===== src/rtl/hlcr_pkg.sv =====
// constants and types shared by the link configuration register bank
package hlcr_pkg;
    localparam int ADDR_W = 8;
    localparam int DATA_W = 32;
    localparam int UID_W  = 5;

    // --------------------------------------------------------------
    // register offsets
    // --------------------------------------------------------------
    localparam logic [ADDR_W-1:0] OFF_CMD  = 8'hc4;
    localparam logic [ADDR_W-1:0] OFF_CTL  = 8'hc8;
    localparam logic [ADDR_W-1:0] OFF_END  = 8'hcc;
    localparam logic [ADDR_W-1:0] OFF_FRQ  = 8'hd0;
    localparam logic [ADDR_W-1:0] OFF_FEAT = 8'hd4;
    localparam logic [ADDR_W-1:0] OFF_SCR  = 8'hd8;
    localparam logic [ADDR_W-1:0] OFF_MEM  = 8'hdc;

    // --------------------------------------------------------------
    // field positions
    // --------------------------------------------------------------
    localparam int CMD_NEXT_LSB = 8;
    localparam int CMD_BUID_LSB = 16;
    localparam int CMD_UCNT_LSB = 21;
    localparam int CMD_DROP     = 28;
    localparam int CTL_FLOOD    = 1;
    localparam int CTL_BADCRC   = 3;
    localparam int CTL_FAIL     = 4;
    localparam int CTL_INIT     = 5;
    localparam int CTL_EOC      = 6;
    localparam int CTL_TXOFF    = 7;
    localparam int CTL_CRC_LSB  = 8;
    localparam int CTL_ISOC     = 12;
    localparam int CTL_3S       = 13;
    localparam int CTL_XHOLD    = 14;
    localparam int CTL_MWI_LSB  = 16;
    localparam int CTL_MWO_LSB  = 20;
    localparam int CTL_WI_LSB   = 24;
    localparam int CTL_WO_LSB   = 28;
    localparam int FRQ_MAJ_LSB  = 5;
    localparam int FRQ_SEL_LSB  = 8;
    localparam int FRQ_PROT     = 12;
    localparam int FRQ_OVF      = 13;
    localparam int FRQ_CAP_LSB  = 16;
    localparam int SCR_PFLOOD   = 16;
    localparam int SCR_OFLOOD   = 17;
    localparam int SCR_RESP     = 25;
    localparam int MEM_LIM_LSB  = 8;
    localparam int MEM_BUS_LSB  = 16;

    // --------------------------------------------------------------
    // fixed values and encodings
    // --------------------------------------------------------------
    localparam logic [7:0]        CAPABILITY_IDENTIFIER_VAL   = 8'h08;
    localparam logic [7:0]        NEXT_CAPABILITY_POINTER_VAL = 8'h54;
    localparam logic [UID_W-1:0]  UNIT_CNT_VAL = 5'h0c;
    localparam logic [2:0]        MAX_WIDTH    = 3'h1;
    localparam logic [4:0]        MINOR_REV    = 5'h00;
    localparam logic [2:0]        MAJOR_REV    = 3'h3;
    localparam logic [15:0]       RATE_CAP     = 16'h7ff5;
    localparam logic [7:0]        FEATURE_CAP  = 8'h02;
    localparam logic [DATA_W-1:0] LINK_END_VAL = 32'h0000_00d0;
    localparam logic [2:0]        WIDTH_8      = 3'h0;
    localparam logic [2:0]        WIDTH_16     = 3'h1;
    localparam logic [4:0]        LANES_8      = 5'h08;
    localparam logic [4:0]        LANES_16     = 5'h10;
    localparam logic [4:0]        LANES_NONE   = 5'h00;
    localparam logic [3:0]        FREQ_RES1    = 4'h1;
    localparam logic [3:0]        FREQ_RES3    = 4'h3;
    localparam logic [3:0]        FREQ_RESF    = 4'hf;
    localparam logic [3:0]        FREQ_HI_LO   = 4'h4;
    localparam logic [11:0]       RATE_MIN_MHZ = 12'h0c8;
    localparam logic [11:0]       RATE_LO_STEP = 12'h064;
    localparam logic [11:0]       RATE_HI_STEP = 12'h0c8;

    // --------------------------------------------------------------
    // control hold timing
    // --------------------------------------------------------------
    localparam int CLK_PERIOD_PS   = 40000;
    localparam int BIT_TIME_PS     = 2500;
    localparam int HOLD_SHORT_BITS = 16;
    localparam int HOLD_LONG_US    = 50;
    localparam int HOLD_SHORT_RAW  = (HOLD_SHORT_BITS * BIT_TIME_PS + CLK_PERIOD_PS - 1) / CLK_PERIOD_PS;
    localparam int HOLD_SHORT_CYC  = (HOLD_SHORT_RAW < 1) ? 1 : HOLD_SHORT_RAW;
    localparam int HOLD_LONG_CYC   = HOLD_LONG_US * 1000000 / CLK_PERIOD_PS;
    localparam int HOLD_CNT_W      = 11;
    localparam logic [HOLD_CNT_W-1:0] HOLD_SHORT_LD = HOLD_CNT_W'(HOLD_SHORT_CYC - 1);
    localparam logic [HOLD_CNT_W-1:0] HOLD_LONG_LD  = HOLD_CNT_W'(HOLD_LONG_CYC - 1);
    localparam logic [HOLD_CNT_W-1:0] HOLD_LONG_LEN = HOLD_CNT_W'(HOLD_LONG_CYC);

    typedef enum logic {HOLD_IDLE, HOLD_RUN} hlcr_hold_st_t;
endpackage


===== src/rtl/hlcr_link_regs.sv =====
// link capability and configuration register bank
`timescale 1ns/1ps
`default_nettype none
module hlcr_link_regs
    import hlcr_pkg::*;
(
    input  wire logic              clk_i,
    input  wire logic              srst_i,
    input  wire logic              warm_rst_i,
    input  wire logic [ADDR_W-1:0] addr_i,
    input  wire logic [DATA_W-1:0] wdata_i,
    input  wire logic              wr_i,
    input  wire logic              rd_i,
    output logic      [DATA_W-1:0] rdata_o,
    input  wire logic              crc_err_lo_i,
    input  wire logic              crc_err_hi_i,
    input  wire logic              init_done_i,
    input  wire logic              proto_err_i,
    input  wire logic              ovf_err_i,
    input  wire logic              resp_err_i,
    input  wire logic              gen1_mode_i,
    input  wire logic              disconnect_i,
    input  wire logic              cfg_type0_i,
    input  wire logic [7:0]        cfg_bus_i,
    input  wire logic [DATA_W-1:0] np_base_i,
    input  wire logic [DATA_W-1:0] np_limit_i,
    output logic                   sync_flood_o,
    output logic                   bad_crc_o,
    output logic                   tx_quiet_o,
    output logic                   rx_disable_o,
    output logic                   tx_oe_o,
    output logic                   ctl_hold_o,
    output logic                   isoc_mode_o,
    output logic      [4:0]        rx_lanes_o,
    output logic      [4:0]        tx_lanes_o,
    output logic      [11:0]       rate_mhz_o,
    output logic      [UID_W-1:0]  unit_id_o,
    output logic      [39:0]       np_base_o,
    output logic      [39:0]       np_limit_o
);
    // --------------------------------------------------------------
    // state
    // --------------------------------------------------------------
    typedef struct packed {
        logic [DATA_W-1:0] rdata;
        logic [UID_W-1:0]  base_uid;
        logic              drop;
        logic              flood_en;
        logic              bad_crc;
        logic              fail;
        logic              init;
        logic              eoc;
        logic              txoff;
        logic [1:0]        crc_seen;
        logic              isoc_cfg;
        logic              isoc_act;
        logic              tri_en;
        logic              xhold;
        logic [2:0]        w_in;
        logic [2:0]        w_out;
        logic [3:0]        freq;
        logic              prot;
        logic              ovf;
        logic              pflood;
        logic              oflood;
        logic              resp;
        logic [7:0]        base_hi;
        logic [7:0]        lim_hi;
        logic [7:0]        bus;
        logic              flood;
        logic              disc;
        logic [4:0]        rx_lanes;
        logic [4:0]        tx_lanes;
        logic [11:0]       rate;
        logic [39:0]       np_base;
        logic [39:0]       np_lim;
    } hlcr_regs_t;

    hlcr_regs_t s_q;
    hlcr_regs_t s_d;

    logic w_cmd;
    logic w_ctl;
    logic w_frq;
    logic w_scr;
    logic w_mem;
    logic crc_any;
    logic flood_trig;
    logic hold_start;

    // --------------------------------------------------------------
    // decode helpers
    // --------------------------------------------------------------
    function automatic logic [4:0] lanes_of(input logic [2:0] code);
        case (code)
            WIDTH_8:  lanes_of = LANES_8;
            WIDTH_16: lanes_of = LANES_16;
            default:  lanes_of = LANES_NONE;
        endcase
    endfunction

    function automatic logic [11:0] rate_of(input logic [3:0] code);
        logic [11:0] c;
        c = {8'h00, code};
        if (code == FREQ_RES1 || code == FREQ_RES3 || code == FREQ_RESF)
            rate_of = '0;
        else if (code < FREQ_HI_LO)
            rate_of = RATE_MIN_MHZ + 12'(c * RATE_LO_STEP);
        else
            rate_of = 12'(c * RATE_HI_STEP) - RATE_MIN_MHZ;
    endfunction

    function automatic logic [DATA_W-1:0] rd_word(input logic [ADDR_W-1:0] a, input hlcr_regs_t s);
        logic [DATA_W-1:0] w;
        w = '0;
        case (a)
            OFF_CMD:
            begin
                w[7:0]                    = CAPABILITY_IDENTIFIER_VAL;
                w[CMD_NEXT_LSB +: 8]      = NEXT_CAPABILITY_POINTER_VAL;
                w[CMD_BUID_LSB +: UID_W]  = s.base_uid;
                w[CMD_UCNT_LSB +: UID_W]  = UNIT_CNT_VAL;
                w[CMD_DROP]               = s.drop;
            end
            OFF_CTL:
            begin
                w[CTL_FLOOD]              = s.flood_en;
                w[CTL_BADCRC]             = s.bad_crc;
                w[CTL_FAIL]               = s.fail;
                w[CTL_INIT]               = s.init;
                w[CTL_EOC]                = s.eoc;
                w[CTL_TXOFF]              = s.txoff;
                w[CTL_CRC_LSB +: 2]       = s.crc_seen;
                w[CTL_ISOC]               = s.isoc_cfg;
                w[CTL_3S]                 = s.tri_en;
                w[CTL_XHOLD]              = s.xhold;
                w[CTL_MWI_LSB +: 3]       = MAX_WIDTH;
                w[CTL_MWO_LSB +: 3]       = MAX_WIDTH;
                w[CTL_WI_LSB +: 3]        = s.w_in;
                w[CTL_WO_LSB +: 3]        = s.w_out;
            end
            OFF_END:  w = LINK_END_VAL;
            OFF_FRQ:
            begin
                w[4:0]                    = MINOR_REV;
                w[FRQ_MAJ_LSB +: 3]       = MAJOR_REV;
                w[FRQ_SEL_LSB +: 4]       = s.freq;
                w[FRQ_PROT]               = s.prot;
                w[FRQ_OVF]                = s.ovf;
                w[FRQ_CAP_LSB +: 16]      = RATE_CAP;
            end
            OFF_FEAT: w[7:0] = FEATURE_CAP;
            OFF_SCR:
            begin
                w[SCR_PFLOOD]             = s.pflood;
                w[SCR_OFLOOD]             = s.oflood;
                w[SCR_RESP]               = s.resp;
            end
            OFF_MEM:
            begin
                w[7:0]                    = s.base_hi;
                w[MEM_LIM_LSB +: 8]       = s.lim_hi;
                w[MEM_BUS_LSB +: 8]       = s.bus;
            end
            default:  w = '0;
        endcase
        rd_word = w;
    endfunction

    // --------------------------------------------------------------
    // next state
    // --------------------------------------------------------------
    // only writable fields are decoded; read-only bits have no write path
    assign w_cmd   = wr_i && addr_i == OFF_CMD;
    assign w_ctl   = wr_i && addr_i == OFF_CTL;
    assign w_frq   = wr_i && addr_i == OFF_FRQ;
    assign w_scr   = wr_i && addr_i == OFF_SCR;
    assign w_mem   = wr_i && addr_i == OFF_MEM;
    assign crc_any = crc_err_lo_i || crc_err_hi_i;

    // flood enables for protocol and overflow errors only act in first-generation mode
    assign flood_trig = (s_q.flood_en && crc_any)
                     || (gen1_mode_i && s_q.pflood && proto_err_i)
                     || (gen1_mode_i && s_q.oflood && ovf_err_i);
    assign hold_start = disconnect_i && !s_q.disc;

    always_comb
    begin
        s_d       = s_q;
        s_d.rdata = rd_i ? rd_word(addr_i, s_q) : '0;
        if (w_cmd)
        begin
            s_d.base_uid = wdata_i[CMD_BUID_LSB +: UID_W];
            s_d.drop     = wdata_i[CMD_DROP];
        end
        if (w_ctl)
        begin
            s_d.flood_en = wdata_i[CTL_FLOOD];
            s_d.bad_crc  = wdata_i[CTL_BADCRC];
            s_d.eoc      = s_q.eoc | wdata_i[CTL_EOC];
            s_d.txoff    = s_q.txoff | wdata_i[CTL_TXOFF];
            s_d.isoc_cfg = wdata_i[CTL_ISOC];
            s_d.tri_en   = wdata_i[CTL_3S];
            s_d.xhold    = wdata_i[CTL_XHOLD];
            s_d.w_in     = wdata_i[CTL_WI_LSB +: 3];
            s_d.w_out    = wdata_i[CTL_WO_LSB +: 3];
        end
        if (w_frq)
            s_d.freq = wdata_i[FRQ_SEL_LSB +: 4];
        if (w_scr)
        begin
            s_d.pflood = wdata_i[SCR_PFLOOD];
            s_d.oflood = wdata_i[SCR_OFLOOD];
        end
        if (w_mem)
        begin
            s_d.base_hi = wdata_i[7:0];
            s_d.lim_hi  = wdata_i[MEM_LIM_LSB +: 8];
        end
        // sticky status; write-one clears lose against a same-cycle event
        s_d.fail     = s_q.fail | crc_any;
        s_d.init     = s_q.init | init_done_i;
        s_d.crc_seen = s_q.crc_seen | {crc_err_hi_i, crc_err_lo_i};
        s_d.prot     = (s_q.prot & ~(w_frq & wdata_i[FRQ_PROT])) | proto_err_i;
        s_d.ovf      = (s_q.ovf & ~(w_frq & wdata_i[FRQ_OVF])) | ovf_err_i;
        s_d.resp     = (s_q.resp & ~(w_scr & wdata_i[SCR_RESP])) | resp_err_i;
        if (cfg_type0_i)
            s_d.bus = cfg_bus_i;
        // mode change waits for warm reset so the link never switches mid-traffic
        if (warm_rst_i)
            s_d.isoc_act = s_q.isoc_cfg;
        s_d.flood    = s_q.flood | flood_trig;
        s_d.disc     = disconnect_i;
        s_d.rx_lanes = lanes_of(s_d.w_in);
        s_d.tx_lanes = lanes_of(s_d.w_out);
        s_d.rate     = rate_of(s_d.freq);
        s_d.np_base  = {s_d.base_hi, np_base_i};
        s_d.np_lim   = {s_d.lim_hi, np_limit_i};
    end

    always_ff @(posedge clk_i)
    begin
        if (srst_i)
        begin
            s_q          <= '0;
            s_q.rx_lanes <= LANES_8;
            s_q.tx_lanes <= LANES_8;
            s_q.rate     <= RATE_MIN_MHZ;
        end
        else
            s_q <= s_d;
    end

    // --------------------------------------------------------------
    // control hold
    // --------------------------------------------------------------
    hlcr_hold_timer u_hold (
        .clk_i      (clk_i),
        .srst_i     (srst_i),
        .start_i    (hold_start),
        .extended_i (s_q.xhold),
        .hold_o     (ctl_hold_o)
    );

    // --------------------------------------------------------------
    // outputs
    // --------------------------------------------------------------
    assign rdata_o      = s_q.rdata;
    assign sync_flood_o = s_q.flood;
    assign bad_crc_o    = s_q.bad_crc;
    assign tx_quiet_o   = s_q.txoff;
    assign rx_disable_o = s_q.txoff;
    assign tx_oe_o      = !s_q.txoff && !(disconnect_i && s_q.tri_en);
    assign isoc_mode_o  = s_q.isoc_act;
    assign rx_lanes_o   = s_q.rx_lanes;
    assign tx_lanes_o   = s_q.tx_lanes;
    assign rate_mhz_o   = s_q.rate;
    assign unit_id_o    = s_q.base_uid;
    assign np_base_o    = s_q.np_base;
    assign np_limit_o   = s_q.np_lim;

    logic init_seen_h;
    always_ff @(posedge clk_i)
    begin
        if (srst_i)
            init_seen_h <= 1'b0;
        else
            init_seen_h <= init_seen_h | init_done_i;
    end
endmodule // hlcr_link_regs
`default_nettype wire


===== src/rtl/hlcr_hold_timer.sv =====
// control line hold timer for the disconnect sequence
`timescale 1ns/1ps
`default_nettype none
module hlcr_hold_timer
    import hlcr_pkg::*;
(
    input  wire logic clk_i,
    input  wire logic srst_i,
    input  wire logic start_i,
    input  wire logic extended_i,
    output logic      hold_o
);
    typedef struct packed {
        hlcr_hold_st_t           st;
        logic [HOLD_CNT_W-1:0]   cnt;
    } hlcr_tmr_t;

    hlcr_tmr_t s_q;
    hlcr_tmr_t s_d;

    always_comb
    begin
        s_d = s_q;
        case (s_q.st)
            HOLD_IDLE:
            begin
                if (start_i)
                begin
                    s_d.st  = HOLD_RUN;
                    s_d.cnt = extended_i ? HOLD_LONG_LD : HOLD_SHORT_LD;
                end
            end
            HOLD_RUN:
            begin
                if (s_q.cnt == '0)
                    s_d.st = HOLD_IDLE;
                else
                    s_d.cnt = s_q.cnt - 1'b1;
            end
            default: s_d.st = HOLD_IDLE;
        endcase
    end

    always_ff @(posedge clk_i)
    begin
        if (srst_i)
            s_q <= '{st: HOLD_IDLE, cnt: '0};
        else
            s_q <= s_d;
    end

    assign hold_o = (s_q.st == HOLD_RUN);

    // helper: length of the last hold and which mode started it
    logic [HOLD_CNT_W-1:0] run_q;
    logic                  ext_q;
    always_ff @(posedge clk_i)
    begin
        if (srst_i)
        begin
            run_q <= '0;
            ext_q <= 1'b0;
        end
        else
        begin
            run_q <= hold_o ? run_q + 1'b1 : '0;
            if (start_i && s_q.st == HOLD_IDLE)
                ext_q <= extended_i;
        end
    end
endmodule // hlcr_hold_timer
`default_nettype wire


===== config.mk =====
export PLATFORM = sky130hd
export DESIGN_NAME = hlcr_link_regs
export DESIGN_NICKNAME = d
export VERILOG_FILES = /design/src/rtl/hlcr_pkg.sv /design/src/rtl/hlcr_link_regs.sv /design/src/rtl/hlcr_hold_timer.sv
export SDC_FILE = /design/constraint.sdc
export NUM_CORES = 1
export LEC_CHECK = 0
export ABC_AREA = 1
export BUFFER_PORTS_ARGS = -buffer_cell sky130_fd_sc_hd__buf_2
export CORE_MARGIN = 3
export CORE_UTILIZATION = 30
export DETAILED_ROUTE_END_ITERATION = 16
export GPL_TIMING_DRIVEN = 0
export PLACE_DENSITY = 0.62
export SLEW_MARGIN = 20
export SYNTH_ARGS = -nofsm -noshare
export SYNTH_HDL_FRONTEND = slang
export SYNTH_SLANG_ARGS = --single-unit

===== constraint.sdc =====
create_clock -name clk_i -period 8.25 [get_ports clk_i]
set_clock_uncertainty 0.2 [all_clocks]
set_input_delay 1.65 -clock clk_i [delete_from_list [all_inputs] [get_ports clk_i]]
set_output_delay 1.65 -clock clk_i [all_outputs]
set_load 0.01 [all_outputs]

==> results of run 1 <==
where the power goes:
part           switching (mW)  leakage [nW]  internal (mW)
Sequential             0.0172          1.47          0.904
Clock                   0.380         0.301          0.487
Combinational           0.131          3.75          0.101
Total                   0.528          5.52           1.49
path summary, 6_finish.rpt:
| kind | startpoint | slack (ns) | depth (start not counted) | to |
|---|---|---|---|---|
| setup reg to reg | s_q[133] | 5.66 | 19 | rate_mhz_o[10] |
| hold reg to reg | s_q[120] | 0.25 | 2 | rdata_o[0] |
| hold / removal | s_q[120] | 0.25 | 2 | rdata_o[0] |
| setup / recovery | addr_i[5] | 4.13 | 24 | rate_mhz_o[10] |
state kept, by name (all words and copies together), names as in the netlist:
register	cells
u_hold.hold_o	1
u_hold.s_q	11
s_q	50
sync_flood_o	1
rx_disable_o	1
rate_mhz_o	10
rx_lanes_o	2
bad_crc_o	1
np_base_o	32
rdata_o	31
isoc_mode_o	1
unit_id_o	5
np_limit_o	32
tx_lanes_o	2
layout by cell type (no fill, tap or decap), drive strengths merged, types with 5 or more instances in the layout:
cell / n
nand3: 38
conb: 9
inv: 169
nand2: 129
nor3: 12
a21oi: 65
clkbuf: 39
o22ai: 8
a221oi: 6
nand4: 5
nor2: 146
dfxtp: 180
buf: 405
o21ai: 62
a31oi: 5
clkinv: 6
ha: 10
cell families after synthesis:
| family | Yosys count |
|---|---|
| AND/OR/NAND/NOR | 337 |
| buffers and inverters | 335 |
| flip-flops | 180 |
| AO/OA/AOI/OAI | 152 |
| adder cells (fa/ha/maj) | 10 |
| XOR/XNOR | 3 |
| multiplexers | 3 |
| other | 1 |
area by class of cell:
type | count | area, µm²
inverter | 165 | 619
clock inverter | 14 | 191
fill | 2696 | 15800
antenna | 2 | 5.00
buffer | 170 | 1180
clock buffer | 18 | 429
tap | 335 | 419
sequential | 180 | 3600
timing repair buffer | 256 | 1280
multi-input combinational | 514 | 2640
stage by stage:
step / instances / setup slack (ns)
2_1_floorplan: 1029 / 4.13
3_3_place_gp: 1620 / 3.74
3_5_place_dp: 1620 / 3.71
4_1_cts: 1652 / 4.15
5_1_grt: 1653 / 3.91
6_report: 1654 / 4.13
worst reg2reg max path: stages, from the launching register on:
cell and delay [ns]:
dfxtp_1 0.31, inv_1 0.10, nand2_8 0.10, inv_2 0.03
nor2_2 0.20, ha_1 0.28, inv_1 0.07, nand3_1 0.10
nand2_2 0.07, ha_1 0.19, inv_1 0.10, nand2_2 0.08
nand2_1 0.06, nand2_1 0.11, nor2_4 0.15, nand3_2 0.11
nand2_1 0.07, nand2_1 0.05, nor2_1 0.08, nor2_1 0.05
routing by layer:
| metal | wire [µm] | global-route usage, % | vias to the layer above | share of wire [%] |
|---|---|---|---|---|
| li1 | - | - | 3591 | - |
| met1 | 10200 | 19.7 | 3126 | 42 |
| met2 | 11000 | 27.1 | 280 | 46 |
| met3 | 2120 | 5.01 | 52 | 8.9 |
| met4 | 584 | 6.29 | 16 | 2.4 |
| met5 | 101 | 0 | - | 0.42 |
==> results.sh, run 1 <==
export IMPL_outcome="finished clean"
export IMPL_cts_root_buffer_cell="clkbuf_16"
export IMPL_post_cts_repair_setup_buffers=0
export IMPL_p_leak_nw=5.52
export IMPL_yosys_top_cells_count="180 x dfxtp_1, 154 x inv_1, 141 x buf_4"
export IMPL_synth_seq_cells=180
export IMPL_die_x_um=169
export IMPL_final_antenna_net_count=0
export IMPL_drive_gt1_share_pct=36.8
export IMPL_synthesis_area_per_instance_um2=7.85
export IMPL_drt_pre_antenna_iters=5
export IMPL_post_drt_wl_per_cell_um=14.5
export IMPL_synth_top_area_cell="dfxtp_1"
export IMPL_placement_rows=59
export IMPL_period_minus_ws_final_ns=4.12
export IMPL_detailroute_via_count=7065
export IMPL_final_min_period_over_clock_period_pct=49.9
export IMPL_worst_ir_drop_vdd_v=0.000128
export IMPL_timing_slew_headroom_pct=42.5
export IMPL_setup_violations_final=0
export IMPL_cp_slowest_stage_delay_ns=0.28
export IMPL_yosysSeqAreaShare_pct=45.0
export IMPL_number_of_buffers_added_on_ports=256
export IMPL_holdBufCountCts=0
export IMPL_critPathKind="primary input to flop"
export IMPL_cts_clk_slew_worst_paths_ns=0.08
export IMPL_fin_area_um2=10400
export IMPL_grt_total_usage_pct=16.2
export IMPL_via_density=4.27
export IMPL_ioPinCount=272
export IMPL_final_util_pct=39.7
export IMPL_crit_path_cell_trace="buf_2 -> inv_1 -> nand2_2 -> nor2_8 -> nand3_4 -> buf_8 -> nand2_8 -> inv_2 -> nor2_2 -> ha_1 -> inv_1 -> nand3_1 -> nand2_2 -> ha_1 -> inv_1 -> nand2_2 -> nand2_1 -> nand2_1 -> nor2_4 -> nand3_2 -> nand2_1 -> nand2_1 -> nor2_1 -> nor2_1"
export IMPL_synth_simple_area_share_pct=19.8
export IMPL_slew_violations=0
export IMPL_drc_markers=0
export IMPL_synth_edf_count=0
export IMPL_worst_slew_pin_transition_ns=0.854
export IMPL_synth_most_common_cell="dfxtp_1"
export IMPL_postSynth_topFlopCell="dfxtp_1"
export IMPL_worst_path_max_delay_cell="ha_1"
export IMPL_clock_tree_htree_level_count=4
export IMPL_finalWirelength_um=24000
export IMPL_critical_path_buffers_and_inverters=6
export IMPL_grt_pass1_vias=6644
export IMPL_number_of_drc_markers_in_iteration_0=388
export IMPL_area_growth_from_synthesis_to_final_layout_pct=29.4
export IMPL_synth_adder_area_share_pct=1.56
export IMPL_tritoncts="built"
export IMPL_worst_ep_required_time_ns=8.38
export IMPL_warnings_from_yosys=0
export IMPL_worst_setup_path_end_kind="flop"
export IMPL_cell_area_reported_after_detailed_placement_um2=9740
export IMPL_hpwlAfterDp_um=18600
export IMPL_totalPowerFinal_mw=2.02
export IMPL_worst_path_dominant_cell_family="simple AND/OR/NAND/NOR gates"
export IMPL_path_common_cell="nand2_1"
export IMPL_cts_resized=0
export IMPL_worst_hold_path_type="flop to flop"
export IMPL_syn_inst=1021
export IMPL_synth_top_family_by_area="buffers and inverters"
export IMPL_area_of_the_placeable_core_um2=26100
export IMPL_design_die_area_um2=28700
export IMPL_timing_critical_path_fanout_max=10
export IMPL_setup_repair_after_global_routing_missed_its_margin="false"
export IMPL_library_cells_used_by_synthesis=46
export IMPL_synthesis_area_um2=8010
export IMPL_hold_violations=0
export IMPL_grt_first_pass_wirelength_um=35700
export IMPL_clock_sinks=180
export IMPL_die_outline_height_um=169
export IMPL_powerDensity_nw_per_um2=195
export IMPL_overflow_after_grt=0
export IMPL_post_synth_mux_area_share_pct=0.375
export IMPL_achievable_frequency_mhz=243
export IMPL_clock_tree_buffer_depth=2
export IMPL_totalNegativeSetupSlack_ns=0
export IMPL_maxCapViolCount=0
export IMPL_gpl_congestion=0.835
export IMPL_design_final_nets=1440
export IMPL_cts_made_buffers=17
export IMPL_ys_async_sr_fraction_pct=0
export IMPL_worst_setup_path_start_kind="primary input"
export IMPL_grt_max_degree=18
export IMPL_timing_hold_ws_ns=0.254
export IMPL_synth_top_cells_by_area="dfxtp_1 45%, buf_4 13%, inv_1 7.2%"
export IMPL_insertion_delay_ns=0.43
export IMPL_synth_xor_area_share_pct=0.328
export IMPL_fraction_of_the_mapped_netlist_area_in_compound_gates_pct=10.4
export IMPL_crit_arrival_ns=4.25
export IMPL_antenna_found_initial=9
export IMPL_floorplan_initialDensity_pct=30.7
export IMPL_post_synth_top_area_fraction_pct=45.0
No activity file was read; power rests on OpenSTA's default activity.
==> inputs of run 2 (changes only) <==
--- a/config.mk
+++ b/config.mk
@@ -5,13 +5,13 @@
 export SDC_FILE = /design/constraint.sdc
 export NUM_CORES = 1
 export LEC_CHECK = 0
-export ABC_AREA = 1
+export ABC_AREA = 0
 export BUFFER_PORTS_ARGS = -buffer_cell sky130_fd_sc_hd__buf_2
 export CORE_MARGIN = 3
 export CORE_UTILIZATION = 30
 export DETAILED_ROUTE_END_ITERATION = 16
 export GPL_TIMING_DRIVEN = 0
-export PLACE_DENSITY = 0.62
+export PLACE_DENSITY = 0.64
 export SLEW_MARGIN = 20
 export SYNTH_ARGS = -nofsm -noshare
 export SYNTH_HDL_FRONTEND = slang
==> constraint.sdc (replaced) <==
create_clock -name clk_i -period 3.76 [get_ports clk_i]
set_clock_uncertainty 0.2 [all_clocks]
set_input_delay 0.752 -clock clk_i [delete_from_list [all_inputs] [get_ports clk_i]]
set_output_delay 0.752 -clock clk_i [all_outputs]
set_load 0.01 [all_outputs]
==> run 2 against run 1 <==
Effect of this change: sequential share of layout area decreased by 0.49 points; register-to-register slack got worse by 5.0 ns; die area shrank 1.8%; critical endpoint is now rate_mhz_o[11].
==> results.sh, run 2 <==
export IMPL_ioPinCount=272
export IMPL_final_common_cell="buf_2"
export IMPL_power_internal_mw=3.23
export IMPL_number_of_buffers_added_on_ports=255
export IMPL_p_leak_nw=4.91
export IMPL_grt_pass1_vias=6346
export IMPL_design_final_nets=1314
export IMPL_synth_simple_area_share_pct=19.9
export IMPL_worst_setup_path_end_kind="flop"
export IMPL_synth_edf_count=0
export IMPL_timing_slew_headroom_pct=36.1
export IMPL_warnings_from_yosys=0
export IMPL_worst_slew_pin_transition_ns=0.948
export IMPL_most_used_cells_in_the_layout_excluding_fill_and_tap_cells="259 x buf_2, 180 x dfxtp_1, 163 x buf_4"
export IMPL_number_of_drc_markers_in_iteration_0=403
export IMPL_worst_ir_drop_vdd_v=0.000305
export IMPL_cp_slowest_stage_delay_ns=0.33
export IMPL_totalNegativeSetupSlack_ns=0
export IMPL_insertion_delay_ns=0.43
export IMPL_tritoncts="built"
export IMPL_crit_arrival_ns=3.77
export IMPL_floorplan_initialDensity_pct=30.9
export IMPL_worst_path_setup_slack_after_routing_ns=0.110
export IMPL_placement_rows=58
export IMPL_grt_max_degree=18
export IMPL_period_minus_ws_final_ns=3.65
export IMPL_area_growth_from_synthesis_to_final_layout_pct=33.8
export IMPL_synth_seq_cells=180
export IMPL_clock_tree_htree_level_count=4
export IMPL_cts_root_buffer_cell="clkbuf_16"
export IMPL_synth_xor_area_share_pct=1.54
export IMPL_drc_markers=0
export IMPL_synth_top_area_cell="dfxtp_1"
export IMPL_drt_pre_antenna_iters=5
export IMPL_synth_top_family_by_area="simple AND/OR/NAND/NOR gates"
export IMPL_finalWirelength_um=23800
export IMPL_slew_violations=0
export IMPL_grt_first_pass_wirelength_um=35500
export IMPL_outcome="finished clean"
export IMPL_cts_made_buffers=17
export IMPL_maxCapViolCount=0
export IMPL_timing_hold_ws_ns=0.265
export IMPL_switching_power_mw=1.12
export IMPL_yosys_top_cells_count="180 x dfxtp_1, 141 x buf_4, 102 x nand2_1"
export IMPL_registers_top_by_ff_count="s_q"
export IMPL_holdBufCountCts=0
export IMPL_startpoint_of_the_most_critical_register_to_register_path="s_q[135]"
export IMPL_reg2regPathDepth=13
export IMPL_setup_violations_final=0
export IMPL_worst_ep_required_time_ns=3.88
export IMPL_worstSetupEndpoint="rate_mhz_o[11]"
export IMPL_hold_path_startpoint="s_q[155]"
export IMPL_overflow_after_grt=0
export IMPL_final_util_pct=41.3
export IMPL_postSynth_topFlopCell="dfxtp_1"
export IMPL_worst_path_max_delay_cell="and4b_2"
export IMPL_p_seq_share_pct=46.6
export IMPL_place_ws_ns=-0.623
export IMPL_post_synth_top_area_fraction_pct=45.8
export IMPL_timing_critical_path_fanout_max=6
export IMPL_crit_path_cell_trace="buf_2 -> and4b_2 -> nand3_4 -> buf_12 -> mux2i_4 -> inv_4 -> ha_4 -> ha_4 -> ha_4 -> nand4b_1 -> a21oi_1 -> mux2_4 -> a221oi_4 -> and4bb_1 -> nor3_1 -> a211o_1"
export IMPL_regToRegSetupSlack_ns=0.70
export IMPL_critical_path_buffers_and_inverters=3
export IMPL_clock_tree_buffer_depth=2
export IMPL_timing_critical_path_from="addr_i[5]"
export IMPL_synthesis_area_per_instance_um2=8.99
export IMPL_worst_setup_path_start_kind="primary input"
export IMPL_yosysSeqAreaShare_pct=45.8
export IMPL_p_sw_share_pct=25.8
export IMPL_cts_clk_slew_worst_paths_ns=0.06
export IMPL_antenna_found_initial=8
export IMPL_via_density=4.40
export IMPL_gpl_congestion=0.843
export IMPL_post_synth_mux_area_share_pct=3.80
export IMPL_critPathKind="primary input to flop"
export IMPL_r2r_end="rate_mhz_o[11]"
export IMPL_final_min_period_over_clock_period_pct=97.1
export IMPL_clock_sinks=180
export IMPL_hpwlAfterDp_um=18000
export IMPL_hold_violations=0
export IMPL_post_drt_wl_per_cell_um=15.6
export IMPL_worst_hold_path_type="flop to flop"
export IMPL_clkPwrFrac_pct=41.9
export IMPL_synthesis_area_um2=7860
export IMPL_detailroute_via_count=6719
export IMPL_largest_reg_flops=50
export IMPL_ys_async_sr_fraction_pct=0
export IMPL_synth_top_cells_by_area="dfxtp_1 46%, buf_4 13%, nor2b_1 5.5%"
export IMPL_syn_inst=875
export IMPL_fraction_of_the_mapped_netlist_area_in_compound_gates_pct=11.1
export IMPL_cp_depth=16
export IMPL_drive_gt1_share_pct=41.9
export IMPL_pwr_share_comb_pct=11.5
export IMPL_powerDensity_nw_per_um2=414
export IMPL_synth_adder_area_share_pct=1.59
export IMPL_library_cells_used_by_synthesis=63
export IMPL_die_x_um=168
export IMPL_design_die_area_um2=28200
export IMPL_worst_path_dominant_cell_family="simple AND/OR/NAND/NOR gates"
export IMPL_path_common_cell="ha_4"
export IMPL_area_of_the_placeable_core_um2=25500
export IMPL_final_antenna_net_count=0
export IMPL_achievable_frequency_mhz=274
export IMPL_synth_most_common_cell="dfxtp_1"
export IMPL_die_outline_height_um=168
export IMPL_grt_total_usage_pct=16.2
==> run 2: changes by cell type in the layout (fill, tap and decap cells not counted), moves of 8 or more <==
cell,before,now
nand2_1,108,100
nor2b_1,0,69
a22oi_1,1,10
nor2_1,135,73
o22ai_1,8,0
o21ai_0,54,8
buf_4,141,163
inv_1,154,9
mux2i_1,3,15
nand2_2,13,2
nand3_1,33,17
==> run 2: power groups by stage <==
stage               Sequential (mW)  Clock, mW  Combinational (mW)
floorplan                      2.06          0               0.326
global placement               2.07          0               0.489
detailed placement             2.07          0               0.495
CTS                            2.03       1.88               0.502
global route                   2.03       1.95               0.558
finish                         2.03       1.83               0.501
==> run 2: area by class of cell <==
type / instances / area, µm²
Inverter: 12 / 47.5
Sequential cell: 180 / 3600
Fill cell: 2536 / 15000
Antenna cell: 5 / 12.5
Tap cell: 330 / 413
Buffer: 180 / 1240
Multi-Input combinational cell: 510 / 3160
Clock inverter: 14 / 169
Timing Repair Buffer: 277 / 1440
Clock buffer: 18 / 429
==> run 2: how the worst min path moves through the flow <==
stage / to / slack (ns) / cells past startpoint
3_3_place_gp: s_q[150] / 0.25 / 2
2_1_floorplan: rdata_o[12] / 0.23 / 2
5_1_grt: bad_crc_o / 0.28 / 2
4_1_cts: s_q[155] / 0.26 / 2
6_report: s_q[155] / 0.27 / 2
3_5_place_dp: s_q[155] / 0.25 / 2
==> run 2: tightest hold or removal path, cell delays in order (launching register included) <==
cell	delay, ns
dfxtp_1	0.31
nand2_1	0.05
a21oi_1	0.05
==> run 2: logic make-up (layout without fill, tap and decap cells) <==
| kind of cell | Yosys count | in the layout |
|---|---|---|
| simple gates | 319 | 319 |
| mux | 25 | 25 |
| compound gates | 134 | 134 |
| other cells | 1 | 14 |
| fa+ha+maj | 10 | 10 |
| buf+inv | 193 | 501 |
| flops | 180 | 180 |
| xor+xnor | 13 | 13 |
==> run 2: per-stage QoR <==
step	power [mW]	instances	instance area, µm²
floorplan	2.39	883	7950
global placement	2.56	1468	9640
detailed placement	2.57	1468	9640
CTS	4.41	1506	10300
global route	4.54	1526	10500
finish	4.35	1526	10500
==> run 2: per-layer routing <==
layer  GRT usage [%]  wire, µm  up-vias
li1                -         -     3371
met1            21.3     10500     3066
met2            25.6     10900      228
met3            3.90      1630       48
met4            6.47       716        6
met5               0        37        -
==> run 2: repair_timing <==
action / in CTS / in global routing
hold endpoints to repair: 0 / 0
pin swaps: 2 / 8
gates resized for setup: 9 / 14
buffers inserted: 6 / 16
setup endpoints to repair: 3 / 3
==> inputs of run 3 (changes only) <==
--- a/config.mk
+++ b/config.mk
@@ -6,7 +6,7 @@
 export NUM_CORES = 1
 export LEC_CHECK = 0
 export ABC_AREA = 0
-export BUFFER_PORTS_ARGS = -buffer_cell sky130_fd_sc_hd__buf_2
+export BUFFER_PORTS_ARGS = -buffer_cell sky130_fd_sc_hd__buf_4
 export CORE_MARGIN = 3
 export CORE_UTILIZATION = 30
 export DETAILED_ROUTE_END_ITERATION = 16
==> run 3 against run 2 <==
Effect of this change: design area increased by 5.1%; sequential power about the same; critical endpoint unchanged; critical path type unchanged; register-to-register slack improved by 0.05 ns; fmax decreased by 0.78%; first-iteration DRC count increased by 12%; worst setup slack got worse by 0.029 ns; sequential share of layout area decreased by 1.7 points; clock power decreased by 2%; sequential cell count unchanged.
==> results.sh, run 3 (same netlist as run 2, synthesis figures left out) <==
export IMPL_setup_violations_final=0
export IMPL_tritoncts="built"
export IMPL_timing_critical_path_from="addr_i[5]"
export IMPL_clock_tree_htree_level_count=4
export IMPL_design_die_area_um2=28200
export IMPL_cts_clk_slew_worst_paths_ns=0.07
export IMPL_worst_setup_path_start_kind="primary input"
export IMPL_via_density=4.46
export IMPL_timing_slew_headroom_pct=34.3
export IMPL_cts_root_buffer_cell="clkbuf_16"
export IMPL_startpoint_of_the_most_critical_register_to_register_path="s_q[135]"
export IMPL_die_outline_height_um=168
export IMPL_gpl_congestion=0.811
export IMPL_final_antenna_net_count=0
export IMPL_clkPwrFrac_pct=41.0
export IMPL_post_drt_wl_per_cell_um=15.8
export IMPL_worst_setup_path_end_kind="flop"
export IMPL_switching_power_mw=1.15
export IMPL_p_seq_share_pct=46.4
export IMPL_final_min_period_over_clock_period_pct=97.8
export IMPL_regToRegSetupSlack_ns=0.75
export IMPL_design_final_nets=1307
export IMPL_cell_area_reported_after_detailed_placement_um2=10300
export IMPL_p_leak_nw=5.01
export IMPL_achievable_frequency_mhz=272
export IMPL_outcome="finished clean"
export IMPL_r2r_end="rate_mhz_o[11]"
export IMPL_detailroute_via_count=6748
export IMPL_area_growth_from_synthesis_to_final_layout_pct=40.6
export IMPL_grt_first_pass_wirelength_um=35700
export IMPL_registers_top_by_ff_count="s_q"
export IMPL_worst_ir_drop_vdd_v=0.000241
export IMPL_clock_sinks=180
export IMPL_drc_markers=0
export IMPL_largest_reg_flops=50
export IMPL_totalPowerFinal_mw=4.37
export IMPL_antenna_found_initial=0
export IMPL_worst_slew_pin_transition_ns=0.975
export IMPL_insertion_delay_ns=0.43
export IMPL_regArea_um2=3600
export IMPL_timing_hold_ws_ns=0.262
export IMPL_hold_violations=0
export IMPL_placement_rows=58
export IMPL_finalWirelength_um=23900
export IMPL_number_of_drc_markers_in_iteration_0=451
export IMPL_critPathKind="primary input to flop"
export IMPL_nFillCells=2574
export IMPL_reg2regPathDepth=13
export IMPL_slew_violations=0
export IMPL_die_x_um=168
export IMPL_fin_area_um2=11100
export IMPL_grt_total_usage_pct=16.4
export IMPL_ioPinCount=272
export IMPL_hpwlAfterDp_um=18400
export IMPL_overflow_after_grt=0
export IMPL_power_internal_mw=3.23
export IMPL_holdBufCountCts=0
export IMPL_antenna_cells_inserted=0
export IMPL_drive_gt1_share_pct=41.4
export IMPL_pwr_share_comb_pct=12.6
export IMPL_grt_max_degree=19
export IMPL_area_of_the_placeable_core_um2=25500
export IMPL_p_sw_share_pct=26.2
export IMPL_clock_tree_buffer_depth=2
export IMPL_crit_arrival_ns=3.79
export IMPL_drt_pre_antenna_iters=5
export IMPL_maxCapViolCount=0
export IMPL_multi_input_area_um2=3140
export IMPL_number_of_buffers_added_on_ports=255
export IMPL_final_util_pct=43.4
export IMPL_worstSetupEndpoint="rate_mhz_o[11]"
export IMPL_worst_hold_path_type="flop to flop"
export IMPL_most_used_cells_in_the_layout_excluding_fill_and_tap_cells="411 x buf_4, 180 x dfxtp_1, 101 x nand2_1"
export IMPL_floorplan_initialDensity_pct=30.9
export IMPL_cts_made_buffers=17
export IMPL_worst_ep_required_time_ns=3.87
export IMPL_timing_critical_path_fanout_max=10
export IMPL_powerDensity_nw_per_um2=395
export IMPL_final_common_cell="buf_4"
export IMPL_grt_pass1_vias=6368
export IMPL_period_minus_ws_final_ns=3.68
-- run 3: changes by cell type in the layout (fill, tap and decap cells not counted), sizes merged --
cell / change
diode: -5
inv: +3
bufinv: -1
clkbuf: -1
buf: -7
clkinv: -1
-- run 3: how the worst min path moves through the flow --
stage	startpoint	endpoint	slack, ns	cells after the start
6_report	s_q[155]	s_q[155]	0.26	2
2_1_floorplan	s_q[132]	rdata_o[12]	0.23	2
4_1_cts	s_q[111]	rdata_o[23]	0.26	2
3_5_place_dp	s_q[111]	rdata_o[23]	0.25	2
5_1_grt	s_q[114]	s_q[114]	0.29	2
3_3_place_gp	s_q[111]	rdata_o[23]	0.25	2
-- run 3: power groups by stage --
stage | Combinational (mW) | Clock, mW | Sequential [mW]
after floorplan | 0.326 | 0 | 2.06
after global placement | 0.545 | 0 | 2.07
after detailed placement | 0.550 | 0 | 2.07
after CTS | 0.553 | 1.84 | 2.03
after global routing | 0.607 | 1.92 | 2.04
final | 0.552 | 1.79 | 2.03
-- run 3: timing repair --
action,in CTS,in global routing
pin swaps,2,4
setup endpoints to repair,3,4
gates resized for setup,3,16
buffers inserted,5,10
-- run 3: cell type report --
cell class                      count  area share, %
Inverter                           12          0.453
Buffer                            180           11.2
Sequential cell                   180           32.6
Tap cell                          330           3.73
Clock buffer                       17           3.85
Clock inverter                     15           1.47
Multi-Input combinational cell    510           28.4
Timing Repair Buffer              270           18.3
-- run 3: metal layers --
layer | up-vias | global-route usage (%) | share of wire, %
met4 | 0 | 5.12 | 1.9
met2 | 277 | 27.1 | 47
met3 | 25 | 4.09 | 7.5
met1 | 3094 | 21.0 | 43
met5 | - | 0 | 0
li1 | 3352 | - | -
-- run 3: stage by stage --
step	instances	setup TNS, ns	worst slack, ns
2_1_floorplan	883	-0.339	-0.209
3_3_place_gp	1468	-2.09	-0.573
3_5_place_dp	1468	-2.07	-0.612
4_1_cts	1505	0	0.00898
5_1_grt	1514	-0.0406	-0.0406
6_report	1514	0	0.0811
-- run 3: worst max-delay path, stage by stage --
cell      delay (ns)
buf_4           0.11
and4b_2         0.36
nand3_4         0.11
buf_12          0.17
mux2i_4         0.23
inv_4           0.07
ha_4            0.25
ha_4            0.16
ha_4            0.27
nand4b_1        0.13
a21oi_1         0.08
mux2_4          0.30
a221oi_4        0.26
and4bb_1        0.27
nor3_1          0.06
a211o_1         0.22
